<file path="src/pare_pkg.sv">
// Package with register map, field layouts and reset values of the port A rise-edge block
package pare_pkg;
  // Register byte offsets on the APB bus
  localparam logic [7:0] OFF_RISE_EN   = 8'h00; // port_a_rise_enable
  localparam logic [7:0] OFF_FLAG      = 8'h04; // port_a_change_flag, write one to clear
  localparam logic [7:0] OFF_CTRL      = 8'h08; // change_irq_master_enable in bit 0
  localparam logic [7:0] OFF_SUMMARY   = 8'h0c; // change_summary_flag in bit 0, read only
  localparam logic [7:0] OFF_IRQ_MASK  = 8'h10; // Mask of the same layout as the flag register
  // Implemented pin bits: 5, 4, 3, 1, 0
  localparam logic [7:0] PIN_MASK      = 8'h3b;
  // Reset values
  localparam logic [7:0] RISE_EN_RST   = 8'h00;
  localparam logic [7:0] FLAG_RST      = 8'h00;
  localparam logic [7:0] MASK_RST      = 8'h00;
  localparam logic       CTRL_EN_RST   = 1'b0;
  // Field position of the master enable and summary flag
  localparam int         CTRL_EN_BIT   = 0;
  localparam int         SUMMARY_BIT   = 0;
endpackage

</file>
<file path="src/pare_edge.sv">
// Rising edge detector for a group of synchronous pins
`timescale 1ns/1ps
module pare_edge #(
  parameter int WIDTH = 8
) (
  input  wire logic             pclk,
  input  wire logic             presetn,
  input  wire logic [WIDTH-1:0] pins,
  input  wire logic [WIDTH-1:0] enable,
  output logic      [WIDTH-1:0] rise
);
  logic [WIDTH-1:0] last_r; // Pin levels of the previous cycle

  initial begin
    if (WIDTH < 1) $error("pare_edge: WIDTH must be at least 1");
  end

  // Remember previous levels; reset to low so a pin high at release counts
  always_ff @(posedge pclk or negedge presetn) begin
    if (!presetn) begin
      last_r <= '0;
    end else begin
      last_r <= pins;
    end
  end

  // Low then high on an enabled pin only
  assign rise = pins & ~last_r & enable;
endmodule

</file>
<file path="src/pare_top.sv">
// Port A rising-edge enable with change flags, APB registers and interrupt
`timescale 1ns/1ps
module pare_top #(
  parameter int PINS = 8
) (
  input  wire logic        pclk,
  input  wire logic        presetn,
  input  wire logic        psel,
  input  wire logic        penable,
  input  wire logic        pwrite,
  input  wire logic [7:0]  paddr,
  input  wire logic [31:0] pwdata,
  output logic      [31:0] prdata,
  output logic             pready,
  output logic             pslverr,
  input  wire logic [7:0]  general_port_a,      // Pin levels, synchronous to pclk
  input  wire logic        port_b_flag_any,     // Any port B change flag set
  output logic             change_summary_flag, // OR of all change flags
  output logic             change_irq,          // Change interrupt request
  output logic             irq                  // Masked status interrupt
);
  // Storage registers
  logic [7:0]  rise_en_r;     // port_a_rise_enable
  logic [7:0]  flag_r;        // port_a_change_flag
  logic [7:0]  mask_r;        // Interrupt mask
  logic        master_en_r;   // change_irq_master_enable
  // Answer and output flops
  logic [31:0] prdata_r;      // Registered read data
  logic        pready_r;      // Registered ready
  logic        pslverr_r;     // Registered error
  logic        summary_r;     // Registered summary flag
  logic        change_irq_r;  // Registered change interrupt
  logic        irq_r;         // Registered masked interrupt
  // Combinational helpers
  logic [7:0]  rise;          // Enabled rising edges this cycle
  logic [7:0]  flag_nxt;      // Next flag value
  logic [7:0]  rise_en_nxt;   // Next enable value

  // The register layout is fixed at eight pins; refuse anything else early
  initial begin
    if (PINS != 8) $error("pare_top: PINS must be 8");
  end

  // Edge detector on the port pins
  // Its history flops run even with every enable off, so enabling never fakes an edge
  pare_edge #(.WIDTH(8)) u_edge (
    .pclk    (pclk),
    .presetn (presetn),
    .pins    (general_port_a),
    .enable  (rise_en_r),
    .rise    (rise)
  );

  // Bus decode: the first access cycle loads the answer flops, so pready
  // comes one cycle later; the write itself lands only on the completing
  // edge, where pready is high, as the bus protocol defines it
  wire acc      = psel & penable & ~pready_r; // First access cycle
  wire done     = psel & penable & pready_r;  // Completing access cycle
  wire wr       = done & pwrite;              // Write takes effect here
  wire hit_en   = (paddr == pare_pkg::OFF_RISE_EN);
  wire hit_flag = (paddr == pare_pkg::OFF_FLAG);
  wire hit_ctrl = (paddr == pare_pkg::OFF_CTRL);
  wire hit_sum  = (paddr == pare_pkg::OFF_SUMMARY);
  wire hit_mask = (paddr == pare_pkg::OFF_IRQ_MASK);
  wire hit_any  = hit_en | hit_flag | hit_ctrl | hit_sum | hit_mask;
  wire [7:0] wbyte = pwdata[7:0] & pare_pkg::PIN_MASK;
  wire [7:0] clr   = (wr & hit_flag) ? wbyte : 8'h00;

  // Flags: set beats write-one-to-clear, so a racing edge is never lost
  // A clear and an edge in one cycle leave the flag set for software
  assign flag_nxt    = (flag_r & ~clr) | (rise & pare_pkg::PIN_MASK);
  assign rise_en_nxt = (wr & hit_en) ? wbyte : rise_en_r;
  // Summary combines both ports; held as a flop for a clean output
  wire summary_nxt   = (|flag_nxt) | port_b_flag_any;

  // Read multiplexer; unimplemented bits come back zero
  // Control and summary hold one bit; the rest of the word reads zero
  wire [31:0] rd_mux =
      hit_en   ? {24'h000000, rise_en_r} :
      hit_flag ? {24'h000000, flag_r} :
      hit_ctrl ? {31'h00000000, master_en_r} :
      hit_sum  ? {31'h00000000, summary_r} :
      hit_mask ? {24'h000000, mask_r} : 32'h00000000;

  // Enable and flag storage; reset clears everything
  always_ff @(posedge pclk or negedge presetn) begin
    if (!presetn) begin
      rise_en_r <= pare_pkg::RISE_EN_RST;
      flag_r    <= pare_pkg::FLAG_RST;
    end else begin
      rise_en_r <= rise_en_nxt;
      flag_r    <= flag_nxt;
    end
  end

  // Control and mask registers
  // Master enable only gates the request; detection never stops
  always_ff @(posedge pclk or negedge presetn) begin
    if (!presetn) begin
      master_en_r <= pare_pkg::CTRL_EN_RST;
      mask_r      <= pare_pkg::MASK_RST;
    end else begin
      if (wr & hit_ctrl) master_en_r <= pwdata[pare_pkg::CTRL_EN_BIT];
      if (wr & hit_mask) mask_r <= wbyte;
    end
  end

  // Bus answer: one wait state keeps every output on a flop
  // Read data are zero outside a read answer, so a stale value never leaks
  always_ff @(posedge pclk or negedge presetn) begin
    if (!presetn) begin
      pready_r  <= 1'b0;
      pslverr_r <= 1'b0;
      prdata_r  <= 32'h00000000;
    end else begin
      pready_r  <= acc;
      pslverr_r <= acc & ~hit_any;
      prdata_r  <= (acc & ~pwrite) ? rd_mux : 32'h00000000;
    end
  end

  // Interrupt outputs follow the next-state flags so they line up with them
  // Using the next-state flags costs no cycle against the flags themselves
  always_ff @(posedge pclk or negedge presetn) begin
    if (!presetn) begin
      summary_r    <= 1'b0;
      change_irq_r <= 1'b0;
      irq_r        <= 1'b0;
    end else begin
      summary_r    <= summary_nxt;
      change_irq_r <= summary_nxt & master_en_r;
      irq_r        <= |(flag_nxt & mask_r);
    end
  end

  // Every output is a flop; the ports only rename them
  assign prdata              = prdata_r;
  assign pready              = pready_r;
  assign pslverr             = pslverr_r;
  assign change_summary_flag = summary_r;
  assign change_irq          = change_irq_r;
  assign irq                 = irq_r;

  // Assertions: each guards one rule of the block's behaviour
  // An enabled edge on pin 3 shows up in its flag one edge later
  AST_EDGE_SETS_FLAG: assert property (@(posedge pclk) disable iff (!presetn)
    (rise[3] |=> flag_r[3])) else $error("Enabled edge did not set flag");

  // A disabled pin never produces a rise, whatever its level does
  AST_DISABLED_NO_EDGE: assert property (@(posedge pclk) disable iff (!presetn)
    (!rise_en_r[4] |-> !rise[4])) else $error("Disabled pin raised an edge");

  // Writes never reach the unimplemented enable bits
  AST_UNIMPL_ZERO: assert property (@(posedge pclk) disable iff (!presetn)
    ((rise_en_r & ~pare_pkg::PIN_MASK) == 8'h00)) else $error("Unimplemented bit set");

  // Clear and edge together: the edge wins
  AST_RACE_KEEPS: assert property (@(posedge pclk) disable iff (!presetn)
    ((rise[0] && wr && hit_flag) |=> flag_r[0])) else $error("Flag lost during clear");

  // Summary follows the flags at once and port B one flop behind
  AST_SUMMARY_OR: assert property (@(posedge pclk) disable iff (!presetn)
    (change_summary_flag == ((|flag_r) | $past(port_b_flag_any))))
    else $error("Summary flag not OR of flags");

  // Master enable off still flags but holds the request low
  AST_MASTER_OFF: assert property (@(posedge pclk) disable iff (!presetn)
    ((!master_en_r && rise[1]) |=> (flag_r[1] && !change_irq)))
    else $error("Master off handling wrong");

  // A write to the enable register stores only the implemented bits
  AST_EN_WRITE: assert property (@(posedge pclk) disable iff (!presetn)
    ((wr && hit_en) |=> rise_en_r == ($past(pwdata[7:0]) & pare_pkg::PIN_MASK)))
    else $error("Enable write not stored");

  // A low-to-high pin on an enabled bit is seen in the same cycle
  AST_RISE_DETECT: assert property (@(posedge pclk) disable iff (!presetn)
    ((rise_en_r[5] && !$past(general_port_a[5]) && general_port_a[5]) |-> rise[5]))
    else $error("Rising edge missed");

  // Every access is answered exactly one cycle later, for one cycle
  AST_BUS_READY: assert property (@(posedge pclk) disable iff (!presetn)
    (acc |=> pready ##1 !pready)) else $error("Ready timing wrong");

  // Reset holds enables, flags, pready, summary and irq at their reset values
  AST_RESET_CLEARS: assert property (@(posedge pclk)
    (!presetn |=> (rise_en_r == pare_pkg::RISE_EN_RST && flag_r == pare_pkg::FLAG_RST
      && !pready && !change_summary_flag && !irq)))
    else $error("Reset did not clear the block");

  // Reads of a pin register show zeros outside the implemented bits
  AST_READ_PADS_ZERO: assert property (@(posedge pclk) disable iff (!presetn)
    ((acc && !pwrite && (hit_en || hit_flag || hit_mask)) |=>
      ((prdata & ~{24'h000000, pare_pkg::PIN_MASK}) == 32'h00000000)))
    else $error("Unimplemented read bits not zero");

  // A flag never sets on its own, only on an enabled edge
  AST_FLAG_NEEDS_EDGE: assert property (@(posedge pclk) disable iff (!presetn)
    ((!flag_r[4] && !rise[4]) |=> !flag_r[4])) else $error("Flag set with no edge");

  // Writing a one clears a flag when no edge races it
  AST_CLEAR_WORKS: assert property (@(posedge pclk) disable iff (!presetn)
    ((wr && hit_flag && pwdata[3] && !rise[3]) |=> !flag_r[3]))
    else $error("Flag not cleared by write");

  // An unmapped address answers with an error and zero data
  AST_UNMAPPED_ERR: assert property (@(posedge pclk) disable iff (!presetn)
    ((acc && !hit_any) |=> (pslverr && prdata == 32'h00000000)))
    else $error("Unmapped access not refused");

  // A mapped address never answers with an error
  AST_MAPPED_OK: assert property (@(posedge pclk) disable iff (!presetn)
    ((acc && hit_any) |=> !pslverr)) else $error("Mapped access refused");

  // The change request can only stand while the summary does
  AST_IRQ_NEEDS_SUMMARY: assert property (@(posedge pclk) disable iff (!presetn)
    (change_irq |-> change_summary_flag)) else $error("Request without summary");
endmodule

</file>
<file path="config.mk">
export PLATFORM = sky130hd
export DESIGN_NAME = pare_top
export DESIGN_NICKNAME = d
export VERILOG_FILES = /design/src/pare_pkg.sv /design/src/pare_edge.sv /design/src/pare_top.sv
export SDC_FILE = /design/constraint.sdc
export NUM_CORES = 1
export LEC_CHECK = 0
export ABC_CLOCK_PERIOD_IN_PS = 1600
export BUFFER_PORTS_ARGS = -buffer_cell sky130_fd_sc_hd__buf_4
export CORE_UTILIZATION = 39
export DETAILED_ROUTE_END_ITERATION = 10
export PLACE_DENSITY = 0.75
export SETUP_SLACK_MARGIN = 0.5
export SLEW_MARGIN = 40
export SYNTH_ARGS = -nofsm -noshare
export SYNTH_HDL_FRONTEND = slang
export SYNTH_SLANG_ARGS = --single-unit
</file>
<file path="constraint.sdc">
create_clock -name pclk -period 1.6 [get_ports pclk]
set_input_delay 0.32 -clock pclk [delete_from_list [all_inputs] [get_ports pclk]]
set_output_delay 0.32 -clock pclk [all_outputs]
set_load 0.01 [all_outputs]
</file>
; ---- After elaboration in Yosys (flattened, before gate mapping)
; Cells that the tools add are included.
; W data, S select, Z words.
[op_classes]
mux = 7
reduce_logical = 3
bitwise_logic = 26
n_eq_ne = 4
[ops]
columns = op, count
row1 = $mux W6, 4
row2 = $mux W8, 3
row3 = $eq A8 B4 Y1 const B, 2
row4 = $reduce_or A8 Y1, 2
row5 = $and A6 B6 Y6, 2
row6 = $and A1 B1 Y1, 11
row7 = $and A8 B6 Y8, 1
row8 = $and A8 B8 Y8, 1
row9 = $eq A8 B3 Y1 const B, 1
row10 = $eq A8 B5 Y1 const B, 1
row11 = $logic_not A8 Y1, 1
row12 = $not A6 Y8, 1
row13 = $or A8 B6 Y8, 1
row14 = $not A6 Y6, 1
row15 = $or A1 B1 Y1, 5
row16 = $not A1 Y1, 3
[totals]
reg_bits = 38
out_inout_bits = 37

; ---- Depth between registers and ports, before layout
; Gate-level depths: netlist (run 1).
[logic_depth]
word_depth = 11
mapped_depth = 5

; ---- By module
; Synthesis (run 1) repeated with hierarchy kept, for this count alone.
[unflattened]
hier_cells = 152
hier_area_um2 = 1680.4
[modules_own_cells]
columns = module, cells_per_inst, seq_area_each_um2, n_inst, area_per_inst_um2
row1 = pare_top, 136, 650.6, 1, 1410.1
row2 = pare_edge, 16, 200.2, 1, 270.3

; ---- Worst setup path before layout (run 1)
; No wires, ideal clock.
[synth_timing]
path_type = register to register
start = register pready_r, in the netlist pready
end = register summary_r, in the netlist change_summary_flag
required_ns = 1.461
arrival_time_ns = 1.684
path_stages_with_launch = 6
setup_time_ns = 0.139
slack_ns = -0.223
cell_sequence = dfrtp_1 -> and4_4 -> nand4_2 -> a221o_1 -> or2_0 -> or4_1
[synth_via]
elab_chain_cells = 9
[synth_lines]
columns = element, line_no
row1 = from (decl), pare_top.sv:29  ; logic pready_r;
row2 = from (signal assigned), pare_top.sv:112  ; pready_r <= 1'b0;
row3 = from (signal assigned), pare_top.sv:116  ; pready_r <= acc;
row4 = $and A1 B1 Y1, pare_top.sv:58  ; wire done = psel & penable & pready_r;
row5 = $and A1 B1 Y1, pare_top.sv:59  ; wire wr = done & pwrite;
row6 = $and A1 B1 Y1, pare_top.sv:67  ; wire [7:0] clr = (wr & hit_flag) ? wbyte : 8'h00;
row7 = $mux W6, pare_top.sv:67
row8 = $not A6 Y8, pare_top.sv:71  ; assign flag_nxt = (flag_r & ~clr) | (rise & pare_pkg::PIN_MASK);
row9 = $and A8 B8 Y8, pare_top.sv:71
row10 = $or A8 B6 Y8, pare_top.sv:71
row11 = net flag_nxt[3], pare_top.sv:36  ; logic [7:0] flag_nxt;
row12 = $reduce_or A8 Y1, pare_top.sv:74  ; wire summary_nxt = (|flag_nxt) | port_b_flag_any;
row13 = $or A1 B1 Y1, pare_top.sv:74
row14 = net summary_nxt, pare_top.sv:74
row15 = to (signal assigned), pare_top.sv:130  ; summary_r <= summary_nxt;
row16 = to (decl), pare_top.sv:31  ; logic summary_r;
; The timed path passes the listed nets, and every way through them passes these cells.
; A chain may end at the register's enable or synchronous reset.

; ---- Worst setup path after layout (run 1)
; Ends and elaborated chain as after synthesis.

==> impl_metrics.json, run 1 <==
{
  "hold_ws_ps": 151,
  "place_ws_ps": -422,
  "drt_first_pass_iters": 4,
  "postSynthCellCount": 136,
  "synth_area_leaders": "dfrtp_1, buf_4, mux2_2",
  "dp_hpwl_um": 2580,
  "grt-ovfl-total": 0,
  "initialDrtViolationCount": 40,
  "layout-drive-gt1-share_pct": 48.7,
  "start_util_pct": 41.7,
  "power.density_nw_per_um2": 686,
  "final_nets": 252,
  "cts_made_buffers": 5,
  "critPathLaunchType": "flip-flop",
  "yosys_warnings": 0,
  "cts-htree-levels": 2,
  "clkLatencyLatePin_ps": 280,
  "antenna_found_initial": 0,
  "setup_violations": 7,
  "crit_path_end_kind": "flip-flop",
  "violations": "setup timing",
  "use_met1_pct": 22.7,
  "grt_usage_pct": 20.0,
  "ir_drop_v": 0.000465,
  "root_buffer": "clkbuf_8",
  "cp_cell_sequence": "and4_4, nand4_4, a221o_1, or2_1, or4_1",
  "routed-via-count": 1236,
  "antennaDiodeCount": 0,
  "setup_ws_ps": -220,
  "slowest_delay_ps": 400,
  "r2r_slack_ps": -220,
  "rr_endpoint": "change_summary_flag",
  "rows": 22,
  "syn_area_per_cell_um2": 11.6,
  "grt_max_degree": 32,
  "seq_area_frac_synth_pct": 49.4,
  "wire_per_inst_um": 15.4,
  "fin_crit_sh_pct": 114,
  "ios": 91,
  "status": "finished with violations",
  "maxCapViolCount": 0,
  "worstPathArrival_ps": 1970,
  "core_um2": 3770,
  "drt_wl_total_um": 3780,
  "rsz0062_at_grt": "yes",
  "path_clk_slew_ps": 60,
  "use_met2_pct": 33.5,
  "fin_crit_ps": 1820,
  "first_global_vias": 1270,
  "holdCritPathClass": "input pin to flip-flop",
  "fmax_mhz": 549,
  "area_growth_pct": 43.9,
  "gp_congestion": 0.854,
  "worst_clock_skew_ps": 6.37,
  "synth_top_cell_area_share_pct": 49.4,
  "grt_use_met3_pct": 7.81,
  "clock_sinks": 31,
  "viasPerCell": 5.04,
  "p_leak_nw": 1.12,
  "yosysTopAreaCell": "dfrtp_1",
  "die-height_um": 65.5,
  "drv_slew": 0,
  "required_ps": 1750,
  "hold_path.startpoint": "general_port_a[5]",
  "synth.distinct_cells": 38,
  "drc_errors": 0,
  "port-buffer-count": 33,
  "power_mw": 1.55,
  "busiest_layer": "met2",
  "reg2reg_depth": 5,
  "hold_viol": 0,
  "cts_tree": "yes",
  "cts_buffer_depth": 2,
  "crit_slowest_cell": "or4_1",
  "grt_pass1_wl_um": 6110,
  "setup_tns_ps": -1060,
  "r2r-start": "pready",
  "ys_ff_latch": 31,
  "die_w_um": 65.5,
  "netlist_area_um2": 1570,
  "min_to": "u_edge.last_r[5]",
  "dieArea_um2": 4290,
  "worstSetupPathType": "flip-flop to flip-flop",
  "whs_path_depth": 1,
  "ant_nets": 0,
  "cp_max_fo": 4
}
-- synthesized netlist by cell type --
master,number
dfrtp_1,31
buf_4,27
mux2_2,11
nor2_1,6
nor2b_1,6
nand3b_1,5
inv_1,4
nand2_1,4
a2111oi_0,3
a21oi_1,3
nand2b_1,3
o21ai_0,3
a21o_2,2
and2b_1,2
nand4_1,2
or4_1,2
a221o_1,1
a221o_2,1
a222oi_1,1
a22oi_1,1
a31oi_1,1
and2_1,1
and4_4,1
and4bb_2,1
buf_1,1
clkbuf_1,1
conb_1,1
mux4_1,1
nand4_2,1
nor3_1,1
nor3_4,1
nor3b_1,1
nor3b_2,1
nor4_1,1
o2bb2ai_1,1
o41a_2,1
or2_0,1
or2_1,1
-- state kept, by name (all words and copies together), names as in the netlist --
register / count
pready: 1
change_irq: 1
master_en_r: 1
change_summary_flag: 1
u_edge.last_r: 5
rise_en_r: 5
pslverr: 1
irq: 1
mask_r: 5
prdata: 5
flag_r: 5
-- how the worst max path moves through the flow --
stage	from	slack, ps	cells after the start	to
final	pready	-220	5	change_summary_flag
after global routing	pready	-290	6	change_summary_flag
after CTS	pready	-190	5	change_summary_flag
after detailed placement	paddr[4]	-420	6	change_summary_flag
after global placement	paddr[4]	-340	7	change_summary_flag
after floorplan	pready	-210	5	change_summary_flag
-- logic make-up after synthesis --
kind of cell           Yosys count  share of synthesized area, %
buffers and inverters           33                          14.3
flip-flops                      31                          49.4
multiplexers                    12                          9.55
AO/OA/AOI/OAI                   18                          8.92
AND/OR/NAND/NOR                 41                          17.6
other                            1                         0.239
-- cell type report --
| type | instances | area, µm² |
|---|---|---|
| Multi-Input combinational cell | 98 | 840 |
| Sequential cell | 31 | 776 |
| Clock buffer | 6 | 72.6 |
| Timing Repair Buffer | 58 | 498 |
| Tap cell | 48 | 60.1 |
| Fill cell | 310 | 1510 |
| Inverter | 4 | 15.0 |
-- routing by layer --
metal / wire (µm) / up-vias
met4: 107 / 0
met3: 233 / 11
li1: - / 549
met5: 0 / -
met2: 1930 / 54
met1: 1510 / 622
-- report_power, final --
part / leakage (nW) / internal (mW) / switching, mW
Clock: 0.0371 / 0.289 / 0.256
Combinational: 0.692 / 0.0955 / 0.109
Sequential: 0.394 / 0.796 / 0.00496
Total: 1.12 / 1.18 / 0.371
-- metrics by stage --
step                      util [%]  instance area, µm²  instances
final                         60.0                2260        245
after detailed placement      53.0                2000        236
after global routing          60.0                2260        245
after CTS                     59.1                2230        244
after floorplan                  -                1740        162
after global placement        53.0                2000        236
-- cell usage in the layout, fill, tap and decap left out, types with 4 or more instances in the layout --
master and instances:
mux2_4 11, clkbuf_8 5, buf_6 16, nor2b_1 5
inv_1 4, nand3b_1 5, buf_4 41, dfrtp_1 31
nor2_1 5, conb_1 27
-- critical path: cells and delay by family, from the launching register on --
family	cells	cell delay, ps
AO/OA/AOI/OAI	1	340
flip-flops	1	360
AND/OR/NAND/NOR	4	1000
-- repair_timing --
| item | in CTS | in global routing |
|---|---|---|
| gates resized for setup | 33 | 4 |
| pin swaps | 5 | 6 |
| hold buffers | 1 | 0 |
| setup endpoints to repair | 34 | 36 |
| buffers inserted | 1 | 1 |
| endpoints found under the hold margin | 31 | 0 |
(Power assumes the default switching activity.)
==> inputs of run 2 (changes only) <==
- PLACE_DENSITY: 0.75 -> 0.85
==> run 2 against run 1 <==
The run still ends with setup timing left. Wire length is 6.2% lower. Die area stayed put. Cell count decreased by 0.41%. Power rose by 4.1%. Largest cell class unchanged. Design area up 1.2%. Register-to-register slack improved by 30 ps. Clock power rose by 12%. Non-clock buffer count decreased by 2. Core utilization up 0.70 points. Sequential power about the same. Largest power group unchanged.
==> impl_metrics.json, run 2 (synthesized netlist as in run 1, its figures left out) <==
{
  "area_growth_pct": 45.5,
  "worst_clock_skew_ps": 8.19,
  "path_clk_slew_ps": 60,
  "violations": "setup timing",
  "viasPerCell": 4.91,
  "status": "finished with violations",
  "rsz0062_at_grt": "yes",
  "met1_length_um": 1450,
  "whs_path_depth": 1,
  "final_nets": 250,
  "layout-drive-gt1-share_pct": 49.5,
  "fin_crit_sh_pct": 112,
  "cts_buffer_depth": 2,
  "setup_violations": 8,
  "hold_viol": 0,
  "drt_first_pass_iters": 4,
  "drc_errors": 0,
  "final_area_um2": 2290,
  "power.density_nw_per_um2": 706,
  "cts_made_buffers": 5,
  "fmax_mhz": 559,
  "holdCritPathClass": "input pin to flip-flop",
  "core_um2": 3770,
  "path_delay_family": "simple AND/OR/NAND/NOR gates",
  "slowest_delay_ps": 460,
  "final_common_cell": "buf_4",
  "cts_tree": "yes",
  "root_buffer": "clkbuf_8",
  "cp_max_fo": 2,
  "port-buffer-count": 33,
  "place_ws_ps": -364,
  "dieArea_um2": 4290,
  "gp_congestion": 0.814,
  "worstSetupPathType": "flip-flop to flip-flop",
  "cp.buffers_inverters": 1,
  "routed.top_layer": "met4",
  "dp_hpwl_um": 2540,
  "maxCapViolCount": 0,
  "layout_common_cells": "buf_4, dfrtp_1, conb_1, buf_6, mux2_4",
  "wl_met3_um": 196,
  "met2_length_um": 1830,
  "worstSetupPathDepth": 6,
  "rows": 22,
  "reg2reg_depth": 6,
  "drv_slew": 0,
  "cts-htree-levels": 2,
  "setup_ws_ps": -189,
  "p_leak_nw": 1.13,
  "fin_util_pct": 60.7,
  "clock_sinks": 31,
  "ios": 91,
  "die_w_um": 65.5,
  "fin_crit_ps": 1790,
  "antennaDiodeCount": 0,
  "drt_wl_total_um": 3550,
  "crit_slowest_cell": "or4_1",
  "grt-ovfl-total": 0,
  "die-height_um": 65.5,
  "routed-via-count": 1198,
  "power_mw": 1.61,
  "dpl_cell_area_um2": 1960,
  "first_global_vias": 1230,
  "grt_pass1_wl_um": 5810,
  "wire_per_inst_um": 14.5,
  "worstPathArrival_ps": 1940,
  "antenna_found_initial": 0,
  "grt_max_degree": 32,
  "cp_cell_sequence": "and4_4, buf_6, nand4_1, o2bb2ai_2, or2_1, or4_1",
  "initialDrtViolationCount": 26,
  "ir_drop_v": 0.000409,
  "crit_path_end_kind": "flip-flop",
  "ant_nets": 0,
  "required_ps": 1750,
  "grt_usage_pct": 18.8,
  "clkLatencyLatePin_ps": 280,
  "critPathLaunchType": "flip-flop",
  "start_util_pct": 41.7
}
==> run 2: cell count changes in the layout (fill, tap and decap cells not counted), sizes merged <==
cell / delta
buf: -2
clkinv: +1
==> run 2: cell type report <==
cell class,count,area [µm²]
well taps,48,60.1
repair buffers,56,494
inverters,4,15.0
clock buffers,6,82.6
flip-flops and latches,31,776
clock inverters,1,5.00
fillers,306,1480
multi-input cells,98,855
==> run 2: final timing paths <==
check | startpoint | endpoint | slack, ps
setup / recovery | pready | change_summary_flag | -190
hold / removal | general_port_a[1] | u_edge.last_r[1] | 150
setup reg to reg | pready | change_summary_flag | -190
hold reg to reg | rise_en_r[5] | rise_en_r[5] | 540
max in group asynchronous | presetn | rise_en_r[4] | 800
min in group asynchronous | presetn | pready | 510
==> run 2: report_power, final <==
part / internal [mW] / total [mW] / switching, mW
registers: 0.795 / 0.801 / 0.00514
logic: 0.0932 / 0.202 / 0.109
clock network: 0.337 / 0.611 / 0.275
==> run 2: layer usage <==
| layer | vias up | track usage (%) |
|---|---|---|
| met5 | - | 0 |
| met4 | 0 | 7.61 |
| met3 | 7 | 6.25 |
| met2 | 51 | 31.4 |
| met1 | 593 | 22.1 |
| li1 | 547 | - |
==> run 2: metrics by stage <==
stage | setup TNS [ps] | hold slack [ps] | cells
finish | -946 | 151 | 244
detailed placement | -3080 | 274 | 231
global placement | -2310 | 272 | 231
global route | -1740 | 129 | 244
floorplan | -388 | 24.4 | 162
CTS | -922 | 139 | 244
==> run 2: repair_timing <==
| action | in CTS | in global routing |
|---|---|---|
| endpoints found under the setup margin | 34 | 36 |
| pin swaps | 12 | 4 |
| setup buffers | 5 | 0 |
| hold buffers | 1 | 0 |
| resized for setup | 35 | 7 |
| hold endpoints to repair | 31 | 0 |
